[src/common/bitop_pkg.sv]
`default_nettype none

package bitop_pkg;

	// Opcodes handled by this unit.
	localparam logic [7:0] OPC_BIT_OR     = 8'h07;
	localparam logic [7:0] OPC_BIT_BRANCH = 8'h37;

	// Execution lengths in core cycles, counted while busy is high.
	localparam logic [3:0] CYC_BIT_OR     = 4'h6;
	localparam logic [3:0] CYC_BRANCH     = 4'ha;
	localparam logic [3:0] CNT_LAST       = 4'h1;

	// Operand byte layout: register address, bit index, form selector.
	localparam int OPND_REG_HI = 7;
	localparam int OPND_REG_LO = 4;
	localparam int OPND_BIT_HI = 3;
	localparam int OPND_BIT_LO = 1;
	localparam int OPND_SEL    = 0;

	// Form selector values.
	localparam logic SEL_WREG_DST     = 1'b0;
	localparam logic BRANCH_CLEAR_SEL = 1'b0;

	// Flag register bit positions.
	localparam int FLAG_C = 7;
	localparam int FLAG_Z = 6;
	localparam int FLAG_S = 5;
	localparam int FLAG_V = 4;
	localparam int FLAG_D = 3;
	localparam int FLAG_H = 2;

	// Bit 0 of a register, the fixed partner bit of the OR forms.
	localparam int LSB_POS = 0;

	// Reset values.
	localparam logic [7:0] BYTE_ZERO = 8'h00;
	localparam logic [3:0] NIB_ZERO  = 4'h0;

	typedef enum {ST_IDLE, ST_READ, ST_WAIT} exec_state_t;
	typedef enum logic {KIND_BOR, KIND_BRANCH} op_kind_t;

endpackage

`default_nettype wire

[src/rtl/bit_field_alu.sv]
`timescale 1ns/1ps
`default_nettype none

// Combinational bit-OR datapath for both operand forms.
module bit_field_alu
	import bitop_pkg::*;
(
	input  wire logic [7:0] wreg_val_i,  // Working register value.
	input  wire logic [7:0] freg_val_i,  // Full register value.
	input  wire logic [2:0] bit_idx_i,   // Selected bit position.
	input  wire logic       form_sel_i,  // Operand form selector.
	output logic      [7:0] dst_new_o,   // Destination value after the OR.
	output logic            res_bit_o    // Bit that was written.
);

	// The source is only read here; only the destination copy is modified.
	always_comb
	begin
		if (form_sel_i == SEL_WREG_DST)
		begin
			res_bit_o = wreg_val_i[LSB_POS] | freg_val_i[bit_idx_i];
			dst_new_o = wreg_val_i;
			dst_new_o[LSB_POS] = res_bit_o;
		end
		else
		begin
			// Bit b gathers source bit zero.
			res_bit_o = freg_val_i[bit_idx_i] | wreg_val_i[LSB_POS];
			dst_new_o = freg_val_i;
			dst_new_o[bit_idx_i] = res_bit_o;
		end
	end

endmodule

`default_nettype wire

[src/rtl/bit_exec_unit.sv]
`timescale 1ns/1ps
`default_nettype none

//Contract
// - Form 0: dst bit0 |= src bit b.
// - Form 1: dst bit b |= src bit0.
// - Other dst bits, source register untouched.
// - Z from result, S cleared, others kept.
// - Three bytes; operand packs reg, bit, selector.
// - Opcode 07, six cycles, selector swaps roles.
// - Three-bit field selects one of eight bits.
// - Bit clear: PC plus signed offset.
// - Bit set: fall through to next instruction.
// - Branch leaves all flags unchanged.
// - Opcode 37, ten cycles, third byte offset.
module bit_exec_unit
	import bitop_pkg::*;
#(
	parameter int PC_W = 16
)
(
	input  wire logic            sys_clk_i,     // Core clock.
	input  wire logic            srst_i,        // Synchronous reset, active high.
	input  wire logic            instr_valid_i, // Instruction bytes present.
	input  wire logic [7:0]      opcode_i,      // First byte.
	input  wire logic [7:0]      operand_i,     // Packed second byte.
	input  wire logic [7:0]      third_i,       // Register address or offset.
	input  wire logic [PC_W-1:0] pc_i,          // Address after the instruction.
	input  wire logic [7:0]      wreg_data_i,   // Working register read data.
	input  wire logic [7:0]      freg_data_i,   // Full register read data.
	input  wire logic [7:0]      flags_i,       // Current flag register.
	output logic      [3:0]      wreg_addr_o,   // Working register read address.
	output logic      [7:0]      freg_addr_o,   // Full register read address.
	output logic                 wr_en_o,       // Register write strobe.
	output logic                 wr_wreg_o,     // Write targets a working register.
	output logic      [7:0]      wr_addr_o,     // Register write address.
	output logic      [7:0]      wr_data_o,     // Register write data.
	output logic                 flags_wr_o,    // Flag write strobe.
	output logic      [7:0]      flags_o,       // New flag value.
	output logic                 pc_load_o,     // Load branch target.
	output logic      [PC_W-1:0] pc_o,          // Branch target.
	output logic                 busy_o,        // Instruction in progress.
	output logic                 done_o,        // Instruction finished.
	output logic                 ignored_o      // Opcode not handled here.
);

	exec_state_t     state, next_state;
	op_kind_t        kind, next_kind;
	logic [3:0]      cnt, next_cnt;
	logic            sel, next_sel;
	logic [2:0]      bit_idx, next_bit_idx;
	logic [PC_W-1:0] target, next_target;
	logic [3:0]      next_wreg_addr;
	logic [7:0]      next_freg_addr, next_wr_addr, next_wr_data, next_flags;
	logic            next_wr_en, next_wr_wreg, next_flags_wr, next_pc_load;
	logic [PC_W-1:0] next_pc;
	logic            next_busy, next_done, next_ignored;
	logic [7:0]      alu_dst;
	logic            alu_bit;
	logic            is_bor, is_bclr;

	// Recognise an opcode byte against one of ours.
	function automatic logic opc_match(input logic [7:0] opc, input logic [7:0] ref_opc);
		opc_match = (opc == ref_opc);
	endfunction

	// Opcode and selector bit decode.
	// The branch-if-set sibling shares the opcode and is refused here.
	always_comb
	begin
		is_bor  = opc_match(opcode_i, OPC_BIT_OR);
		is_bclr = opc_match(opcode_i, OPC_BIT_BRANCH)
			&& (operand_i[OPND_SEL] == BRANCH_CLEAR_SEL);
	end

	bit_field_alu u_alu (
		.wreg_val_i (wreg_data_i),
		.freg_val_i (freg_data_i),
		.bit_idx_i  (bit_idx),
		.form_sel_i (sel),
		.dst_new_o  (alu_dst),
		.res_bit_o  (alu_bit)
	);

	// Sequencer: accept, read and act once, then hold busy for the full length.
	always_comb
	begin
		next_state     = state;
		next_kind      = kind;
		next_cnt       = cnt;
		next_sel       = sel;
		next_bit_idx   = bit_idx;
		next_target    = target;
		next_wreg_addr = wreg_addr_o;
		next_freg_addr = freg_addr_o;
		next_wr_en     = 1'b0;
		next_wr_wreg   = wr_wreg_o;
		next_wr_addr   = wr_addr_o;
		next_wr_data   = wr_data_o;
		next_flags_wr  = 1'b0;
		next_flags     = flags_o;
		next_pc_load   = 1'b0;
		next_pc        = pc_o;
		next_busy      = busy_o;
		next_done      = 1'b0;
		next_ignored   = 1'b0;
		case (state)
			ST_IDLE:
			begin
				if (instr_valid_i && (is_bor || is_bclr))
				begin
					next_wreg_addr = operand_i[OPND_REG_HI:OPND_REG_LO];
					next_bit_idx   = operand_i[OPND_BIT_HI:OPND_BIT_LO];
					next_sel       = operand_i[OPND_SEL];
					next_freg_addr = third_i;
					next_kind  = is_bor ? KIND_BOR : KIND_BRANCH;
					next_cnt   = is_bor ? CYC_BIT_OR : CYC_BRANCH;
					// The offset wraps modulo the PC width; range is software's job.
					next_target = pc_i + PC_W'({{(PC_W-8){third_i[7]}}, third_i});
					next_busy  = 1'b1;
					next_state = ST_READ;
				end
				else if (instr_valid_i)
				begin
					next_ignored = 1'b1;
				end
			end
			ST_READ:
			begin
				next_cnt   = cnt - CNT_LAST;
				next_state = ST_WAIT;
				if (kind == KIND_BOR)
				begin
					next_wr_en   = 1'b1;
					next_wr_wreg = (sel == SEL_WREG_DST);
					next_wr_addr = (sel == SEL_WREG_DST) ? {NIB_ZERO, wreg_addr_o} : freg_addr_o;
					next_wr_data = alu_dst;
					// Flag update.
					// Overflow is left as it was, one legal reading of undefined.
					next_flags_wr        = 1'b1;
					next_flags           = flags_i;
					next_flags[FLAG_Z]   = ~alu_bit;
					next_flags[FLAG_S]   = 1'b0;
				end
				else if (wreg_data_i[bit_idx] == 1'b0)
				begin
					next_pc_load = 1'b1;
					next_pc      = target;
				end
			end
			ST_WAIT:
			begin
				next_cnt = cnt - CNT_LAST;
				if (cnt == CNT_LAST)
				begin
					next_busy  = 1'b0;
					next_done  = 1'b1;
					next_state = ST_IDLE;
				end
			end
			default:
			begin
				next_state = ST_IDLE;
				next_busy  = 1'b0;
			end
		endcase
	end

	// State and output registers.
	always_ff @(posedge sys_clk_i)
	begin
		if (srst_i)
		begin
			state       <= ST_IDLE;
			kind        <= KIND_BOR;
			cnt         <= NIB_ZERO;
			sel         <= 1'b0;
			bit_idx     <= 3'h0;
			target      <= '0;
			wreg_addr_o <= NIB_ZERO;
			freg_addr_o <= BYTE_ZERO;
			wr_en_o     <= 1'b0;
			wr_wreg_o   <= 1'b0;
			wr_addr_o   <= BYTE_ZERO;
			wr_data_o   <= BYTE_ZERO;
			flags_wr_o  <= 1'b0;
			flags_o     <= BYTE_ZERO;
			pc_load_o   <= 1'b0;
			pc_o        <= '0;
			busy_o      <= 1'b0;
			done_o      <= 1'b0;
			ignored_o   <= 1'b0;
		end
		else
		begin
			state       <= next_state;
			kind        <= next_kind;
			cnt         <= next_cnt;
			sel         <= next_sel;
			bit_idx     <= next_bit_idx;
			target      <= next_target;
			wreg_addr_o <= next_wreg_addr;
			freg_addr_o <= next_freg_addr;
			wr_en_o     <= next_wr_en;
			wr_wreg_o   <= next_wr_wreg;
			wr_addr_o   <= next_wr_addr;
			wr_data_o   <= next_wr_data;
			flags_wr_o  <= next_flags_wr;
			flags_o     <= next_flags;
			pc_load_o   <= next_pc_load;
			pc_o        <= next_pc;
			busy_o      <= next_busy;
			done_o      <= next_done;
			ignored_o   <= next_ignored;
		end
	end

	// Checking helpers: sampled operand bits and busy run length.
	logic       hb_fsrc, hb_wsrc, hb_wlsb, hb_flsb, hb_read_bor, hb_read_br;
	logic [7:0] hb_wkeep, hb_fkeep;
	logic [3:0] run_len;
	always_comb
	begin
		hb_fsrc     = freg_data_i[bit_idx];
		hb_wsrc     = wreg_data_i[bit_idx];
		hb_wlsb     = wreg_data_i[LSB_POS];
		hb_flsb     = freg_data_i[LSB_POS];
		hb_wkeep    = wreg_data_i & ~(8'h01 << LSB_POS);
		hb_fkeep    = freg_data_i & ~(8'h01 << bit_idx);
		hb_read_bor = (state == ST_READ) && (kind == KIND_BOR);
		hb_read_br  = (state == ST_READ) && (kind == KIND_BRANCH);
	end
	always_ff @(posedge sys_clk_i)
	begin
		if (srst_i || !busy_o)
			run_len <= CNT_LAST;
		else
			run_len <= run_len + CNT_LAST;
	end
endmodule

`default_nettype wire

[config.mk]
export PLATFORM = sky130hd
export DESIGN_NAME = bit_exec_unit
export DESIGN_NICKNAME = d
export VERILOG_FILES = /design/src/common/bitop_pkg.sv /design/src/rtl/bit_field_alu.sv /design/src/rtl/bit_exec_unit.sv
export SDC_FILE = /design/constraint.sdc
export NUM_CORES = 1
export LEC_CHECK = 0
export BUFFER_PORTS_ARGS = -buffer_cell sky130_fd_sc_hd__buf_2
export CAP_MARGIN = 20
export CORE_MARGIN = 2
export CORE_UTILIZATION = 35
export CTS_BUF_LIST = sky130_fd_sc_hd__clkbuf_16
export DETAILED_ROUTE_END_ITERATION = 16
export GPL_TIMING_DRIVEN = 0
export PLACE_DENSITY = 0.66
export SLEW_MARGIN = 20
export SYNTH_ARGS = -nofsm -noshare
export SYNTH_HDL_FRONTEND = slang
export SYNTH_HIERARCHICAL = 1
export SYNTH_SLANG_ARGS = --single-unit
[constraint.sdc]
create_clock -name sys_clk_i -period 5.7 [get_ports sys_clk_i]
set_clock_uncertainty 0.05 [all_clocks]
set_input_delay 0.57 -clock sys_clk_i [delete_from_list [all_inputs] [get_ports sys_clk_i]]
set_output_delay 0.57 -clock sys_clk_i [all_outputs]
set_load 0.1 [all_outputs]
== Word-level counts from Yosys, hierarchy flattened ==
Index checks and enable logic that the tools add are counted.

* $add $sub $neg: 2
* Multiply operators: 0
* Divide/modulo/power cells: 0
* Order comparisons: 2
* Eq/ne operators: 7
* Shifts and indexed selects: 0
* Muxes and demuxes: 23
* Bitwise gates (word level): 9
* Reductions and logical operators: 17

{| class="wikitable"
|+ Operator list
! operator !! number
|-
| one-hot mux 32 bit (3 select lines) || 1
|-
| two-way mux 32 bit || 2
|-
| == test 32 x 1 -> 1 bit, second input constant || 1
|-
| == test 32 x 2 -> 1 bit, second input constant || 1
|-
| zero test 32 bit || 1
|-
| adder 16 bit || 1
|-
| two-way mux 8 bit || 2
|-
| two-way mux 1 bit || 10
|-
| bitwise mux 8 bit || 1
|-
| == test 8 x 3 -> 1 bit, second input constant || 1
|-
| == test 8 x 6 -> 1 bit, second input constant || 1
|-
| two-way mux 4 bit || 2
|-
| inverter 1 bit || 8
|-
| one-hot mux 4 bit (2 select lines) || 1
|-
| AND reduction 2 bit || 4
|-
| binary-select mux 1 bit (select 3 bit) || 2
|-
| AND reduction 3 bit || 2
|-
| OR reduction 2 bit || 3
|-
| OR reduction 3 bit || 2
|-
| == test 4 x 1 -> 1 bit, second input constant || 1
|-
| less-than comparator 3 x 4 -> 1 bit, second input constant || 1
|-
| != test 2 bit, second input constant || 2
|-
| subtractor 4 x 1 -> 4 bit, second input constant || 1
|-
| demux 1 bit (select 3 bit) || 1
|-
| 6 further kinds || 8
|}

* Register bits: 114
* Latch bits: 0
* Bits in writable memories: 0
* Bits in read-only memories: 0
* Bits of input ports: 67
* Memories: 0

== Longest topological paths before layout ==
* Depth in word-level cells: 6
* Depth in mapped cells: 9

== Modules after synthesis ==
Netlist, hierarchy kept.

{| class="wikitable"
|+ Modules (own cells, without submodules)
! module !! instances !! cells an instance !! area an instance (um2) !! seq. area each (um2)
|-
| bit_exec_unit || 1 || 454 || 3,876.2 || 1,681.6
|-
| bit_field_alu || 1 || 43 || 262.8 || 0.0
|}

== Worst setup path before layout ==
No wires, ideal clock.

* Path kind: input -> register
* Start point: in third_i[0]
* End point: reg target[14]
* Data arrival time: 2.441 ns
* Data required time: 5.533 ns
* Setup slack: 3.092 ns
* Stages on the path: 9
* Cell sequence: ha_1 fa_1 a21o_1 a221oi_2 a21oi_2 a31o_1 a31oi_1 mux2i_1 nand2_1

* Longest elaborated chain between the ends: 1

{| class="wikitable"
|+ RTL lines
! what !! RTL line !! text
|-
| from (decl) || bit_exec_unit.sv:27 || <nowiki>input wire logic [7:0] third_i,</nowiki>
|-
| adder 16 bit || bit_exec_unit.sv:119 || <nowiki>next_target = pc_i + PC_W'({{(PC_W-8){third_i[7]}}, third_i});</nowiki>
|-
| to (signal assigned) || bit_exec_unit.sv:201 || <nowiki>target <= next_target;</nowiki>
|-
| to (decl) || bit_exec_unit.sv:52 || <nowiki>logic [PC_W-1:0] target, next_target;</nowiki>
|}

Every way passes these cells.
A chain may end at the register's enable or synchronous reset.

== Worst setup path in the final report ==
Ends and elaborated chain as after synthesis.

==> impl_metrics.xml <==
<?xml version="1.0" encoding="UTF-8"?>
<metrics>
  <group name="place">
    <metric name="postPlaceCellArea" unit="um2">4920</metric>
    <metric name="gp_routability_congestion" unit="">0.863</metric>
    <metric name="io_buffers" unit="">121</metric>
    <metric name="place_hpwl" unit="mm">9.04</metric>
    <metric name="pre_cts_setup_slack" unit="ns">2.75</metric>
  </group>
  <group name="cts">
    <metric name="clk_path_buf_depth" unit="">2</metric>
    <metric name="cts.htree.levels" unit="">3</metric>
    <metric name="clk_pin_slew" unit="ns">0.06</metric>
    <metric name="ctsHoldBuffers" unit="">0</metric>
    <metric name="tritoncts_sinks" unit="">84</metric>
    <metric name="post-cts-setup-buffers" unit="">0</metric>
    <metric name="cts_root_buf" unit="">sky130_fd_sc_hd__clkbuf_16</metric>
    <metric name="tritoncts.num_buffers" unit="">9</metric>
    <metric name="worstSkewPairLatency" unit="ns">0.34</metric>
    <metric name="cts_repair_resize_count" unit="">0</metric>
    <metric name="tritoncts_clock_tree" unit="">built</metric>
  </group>
  <group name="synth">
    <metric name="main_flop_type_after_synthesis" unit="">sky130_fd_sc_hd__dfxtp_1</metric>
    <metric name="synth_edf_count" unit="">0</metric>
    <metric name="postSynthNetCount" unit="">585</metric>
    <metric name="synth_area_leaders" unit="">sky130_fd_sc_hd__dfxtp_1 41%, sky130_fd_sc_hd__nand2_1 9.1%, sky130_fd_sc_hd__a21oi_1 8.2%, sky130_fd_sc_hd__ha_1 6.0%, sky130_fd_sc_hd__mux2i_1 6.0%</metric>
    <metric name="synthesis.yosys.warnings" unit="">6</metric>
    <metric name="synth_top_area_share" unit="%">40.6</metric>
    <metric name="synth.cells.most_frequent" unit="">100 x sky130_fd_sc_hd__nand2_1, 84 x sky130_fd_sc_hd__dfxtp_1, 68 x sky130_fd_sc_hd__a21oi_1</metric>
    <metric name="mapped_cells" unit="">497</metric>
    <metric name="netlist_area" unit="um2">4140</metric>
    <metric name="asyncSetResetFlopFracSynth" unit="%">0</metric>
    <metric name="sequential_area_share_after_synthesis" unit="%">40.6</metric>
    <metric name="synth-seq-cells" unit="">84</metric>
    <metric name="synth_most_common_cell" unit="">sky130_fd_sc_hd__nand2_1</metric>
    <metric name="synth_cell_type_count" unit="">56</metric>
    <metric name="synth_area_per_inst" unit="um2">8.33</metric>
    <metric name="synth.largest_area_cell" unit="">sky130_fd_sc_hd__dfxtp_1</metric>
  </group>
  <group name="drt">
    <metric name="routed_via_density" unit="">5.13</metric>
    <metric name="routedWlPerCell" unit="um">14.8</metric>
    <metric name="drc" unit="">0</metric>
    <metric name="drt_iter0_drc" unit="">330</metric>
    <metric name="drt_first_pass_iters" unit="">5</metric>
    <metric name="drt_wl_total" unit="mm">11.5</metric>
    <metric name="route.vias.total" unit="">3978</metric>
    <metric name="postRouteAntennaNets" unit="">0</metric>
  </group>
  <group name="sta">
    <metric name="timing.final.crit_share" unit="%">46.1</metric>
    <metric name="post-route-min-period" unit="ns">2.63</metric>
    <metric name="setup_violations" unit="">0</metric>
    <metric name="totalNegativeSetupSlack" unit="ns">0</metric>
    <metric name="maxSlewViolCount" unit="">0</metric>
    <metric name="maxSlewHeadroom" unit="%">54.9</metric>
    <metric name="rsz0062_at_grt" unit="">no</metric>
    <metric name="timing_worst_slew_pin_value" unit="ns">0.674</metric>
    <metric name="final_setup_slack_of_the_worst_path" unit="ns">3.07</metric>
    <metric name="final-hold-violation-count" unit="">0</metric>
    <metric name="maxClockFrequency" unit="GHz">0.380</metric>
  </group>
  <group name="global_route">
    <metric name="grt_use_total" unit="%">18.4</metric>
    <metric name="grt_pass1_vias" unit="">3781</metric>
    <metric name="first_pass_grt_wire_length" unit="mm">18.6</metric>
    <metric name="grt_start_max_net_pins" unit="">15</metric>
    <metric name="overflow" unit="">0</metric>
    <metric name="initial_antenna_violation_count" unit="">0</metric>
  </group>
  <group name="worst_setup_path">
    <metric name="worst-path-max-fanout" unit="">3</metric>
    <metric name="crit_required" unit="ns">5.88</metric>
    <metric name="setup.worst_path.end_class" unit="">flop</metric>
    <metric name="critPathKind" unit="">in -&gt; reg</metric>
    <metric name="timing.critical_path.from_type" unit="">input pin</metric>
    <metric name="critPathArrivalTime" unit="ns">2.81</metric>
  </group>
  <group name="pwr">
    <metric name="ir_drop" unit="uV">130</metric>
    <metric name="leakage" unit="nW">2.15</metric>
    <metric name="power_density" unit="nW/um2">244</metric>
    <metric name="totalPowerFinal" unit="W">0.00126</metric>
  </group>
  <group name="finish">
    <metric name="finish.instance_area" unit="um2">5190</metric>
    <metric name="antenna_cells_inserted" unit="">0</metric>
    <metric name="fillCellCount" unit="">1135</metric>
    <metric name="drive_gt1_share" unit="%">24.5</metric>
    <metric name="areaGrowthSynthToFinish" unit="%">25.3</metric>
    <metric name="area_taken_by_flip_flops_and_latches" unit="um2">1680</metric>
    <metric name="fin_nets" unit="">717</metric>
    <metric name="postLayoutCoreUtil" unit="%">45.2</metric>
    <metric name="multi_input_area" unit="um2">2270</metric>
  </group>
  <group name="die">
    <metric name="dieWidth" unit="um">113</metric>
    <metric name="num_io_pins" unit="">126</metric>
    <metric name="fp.dieArea" unit="um2">12700</metric>
    <metric name="die_h" unit="um">113</metric>
    <metric name="core_area" unit="um2">11500</metric>
    <metric name="initial_core_util" unit="%">36.1</metric>
    <metric name="placementRows" unit="">39</metric>
  </group>
  <group name="flow_run">
    <metric name="max_cap_viol_count" unit="">0</metric>
  </group>
  <group name="outcome">
    <metric name="status" unit="">completed</metric>
  </group>
  <group name="min_path">
    <metric name="min_path_type" unit="">reg -&gt; reg</metric>
  </group>
</metrics>
[layer usage]
layer  vias to the layer above  wire (um)  track usage [%]
met3                         8        798             4.82
met4                         0         87             5.45
met5                         -          0                0
met1                      1848       5330             24.6
met2                       134       5290             29.5
li1                       1988          -                -
[worst max-delay path, stage by stage]
cell and delay (ns):
sky130_fd_sc_hd__buf_2 0.11, sky130_fd_sc_hd__ha_1 0.22, sky130_fd_sc_hd__fa_1 0.43, sky130_fd_sc_hd__a21o_1 0.23, sky130_fd_sc_hd__a221oi_2 0.36, sky130_fd_sc_hd__a21oi_2 0.14, sky130_fd_sc_hd__a31o_1 0.27, sky130_fd_sc_hd__a31oi_1 0.21
sky130_fd_sc_hd__mux2i_1 0.21, sky130_fd_sc_hd__nand2_1 0.06
[final cells by class]
type,instances,area share [%]
timing repair buffer,121,11.7
sequential,84,32.4
tap,143,3.45
inverter,8,0.579
multi-input combinational,375,43.8
clock inverter,6,0.748
clock buffer,9,4.34
buffer,30,3.04
[state kept, by name, summed over array words and instances, names as in the netlist]
signal       flops
wr_data_o        8
pc_o            16
wr_addr_o        8
done_o           1
sel              1
target          16
busy_o           1
wr_wreg_o        1
pc_load_o        1
wreg_addr_o      4
flags_wr_o       1
freg_addr_o      8
flags_o          7
ignored_o        1
cnt              4
kind             1
state            2
bit_idx          3
[report_power, final]
part	leakage, nW	internal (W)	switching, W
combinational	1.35	0.0000600	0.0000843
clock	0.130	0.000292	0.000238
sequential	0.677	0.000588	0.000000723
total	2.15	0.000941	0.000323
[per-stage QoR]
step,hold slack [ns],cells
5_1_grt,0.421,776
6_report,0.401,776
3_5_place_dp,0.393,761
2_1_floorplan,0.382,497
3_3_place_gp,0.388,761
4_1_cts,0.402,776
[logic make-up (layout without fill, tap and decap cells)]
family	count (synthesis)	in the layout	share of synthesized area, %
AO/OA/AOI/OAI	121	121	17.8
XOR/XNOR	12	12	2.54
buffers and inverters	38	174	4.53
AND/OR/NAND/NOR	192	192	20.2
other	1	1	0.0906
flip-flops	84	84	40.6
multiplexers	28	28	7.68
adder cells (fa/ha/maj)	21	21	6.53
[layout by cell type, fill, tap and decap left out, types with 3 or more instances in the layout]
| cell type | n |
|---|---|
| sky130_fd_sc_hd__nand2_1 | 100 |
| sky130_fd_sc_hd__xnor2_1 | 9 |
| sky130_fd_sc_hd__clkbuf_16 | 9 |
| sky130_fd_sc_hd__o21ai_0 | 10 |
| sky130_fd_sc_hd__and2_1 | 3 |
| sky130_fd_sc_hd__nor3b_1 | 3 |
| sky130_fd_sc_hd__a21o_1 | 4 |
| sky130_fd_sc_hd__ha_1 | 20 |
| sky130_fd_sc_hd__nand4_1 | 3 |
| sky130_fd_sc_hd__buf_1 | 4 |
| sky130_fd_sc_hd__and3_1 | 3 |
| sky130_fd_sc_hd__a21oi_1 | 68 |
| sky130_fd_sc_hd__nand3_1 | 7 |
| sky130_fd_sc_hd__dfxtp_1 | 84 |
| sky130_fd_sc_hd__inv_1 | 8 |
| sky130_fd_sc_hd__xor2_1 | 3 |
| sky130_fd_sc_hd__nor2_1 | 50 |
| sky130_fd_sc_hd__mux2i_1 | 25 |
| sky130_fd_sc_hd__a211oi_1 | 11 |
| sky130_fd_sc_hd__a31oi_1 | 8 |
| sky130_fd_sc_hd__clkbuf_1 | 16 |
| sky130_fd_sc_hd__nor3_1 | 4 |
| sky130_fd_sc_hd__nand2b_1 | 4 |
| sky130_fd_sc_hd__buf_2 | 126 |
| sky130_fd_sc_hd__nor2b_1 | 3 |
[worst paths after layout]
check / from / endpoint / slack [ns] / cells past startpoint
max: third_i[0] / target[14] / 3.07 / 10
min: flags_o[1] / flags_o[1] / 0.40 / 2
max reg2reg: bit_idx[0] / pc_o[7] / 3.55 / 7
min reg2reg: flags_o[1] / flags_o[1] / 0.40 / 2
Note: power is estimated with default switching activity, not from simulation.
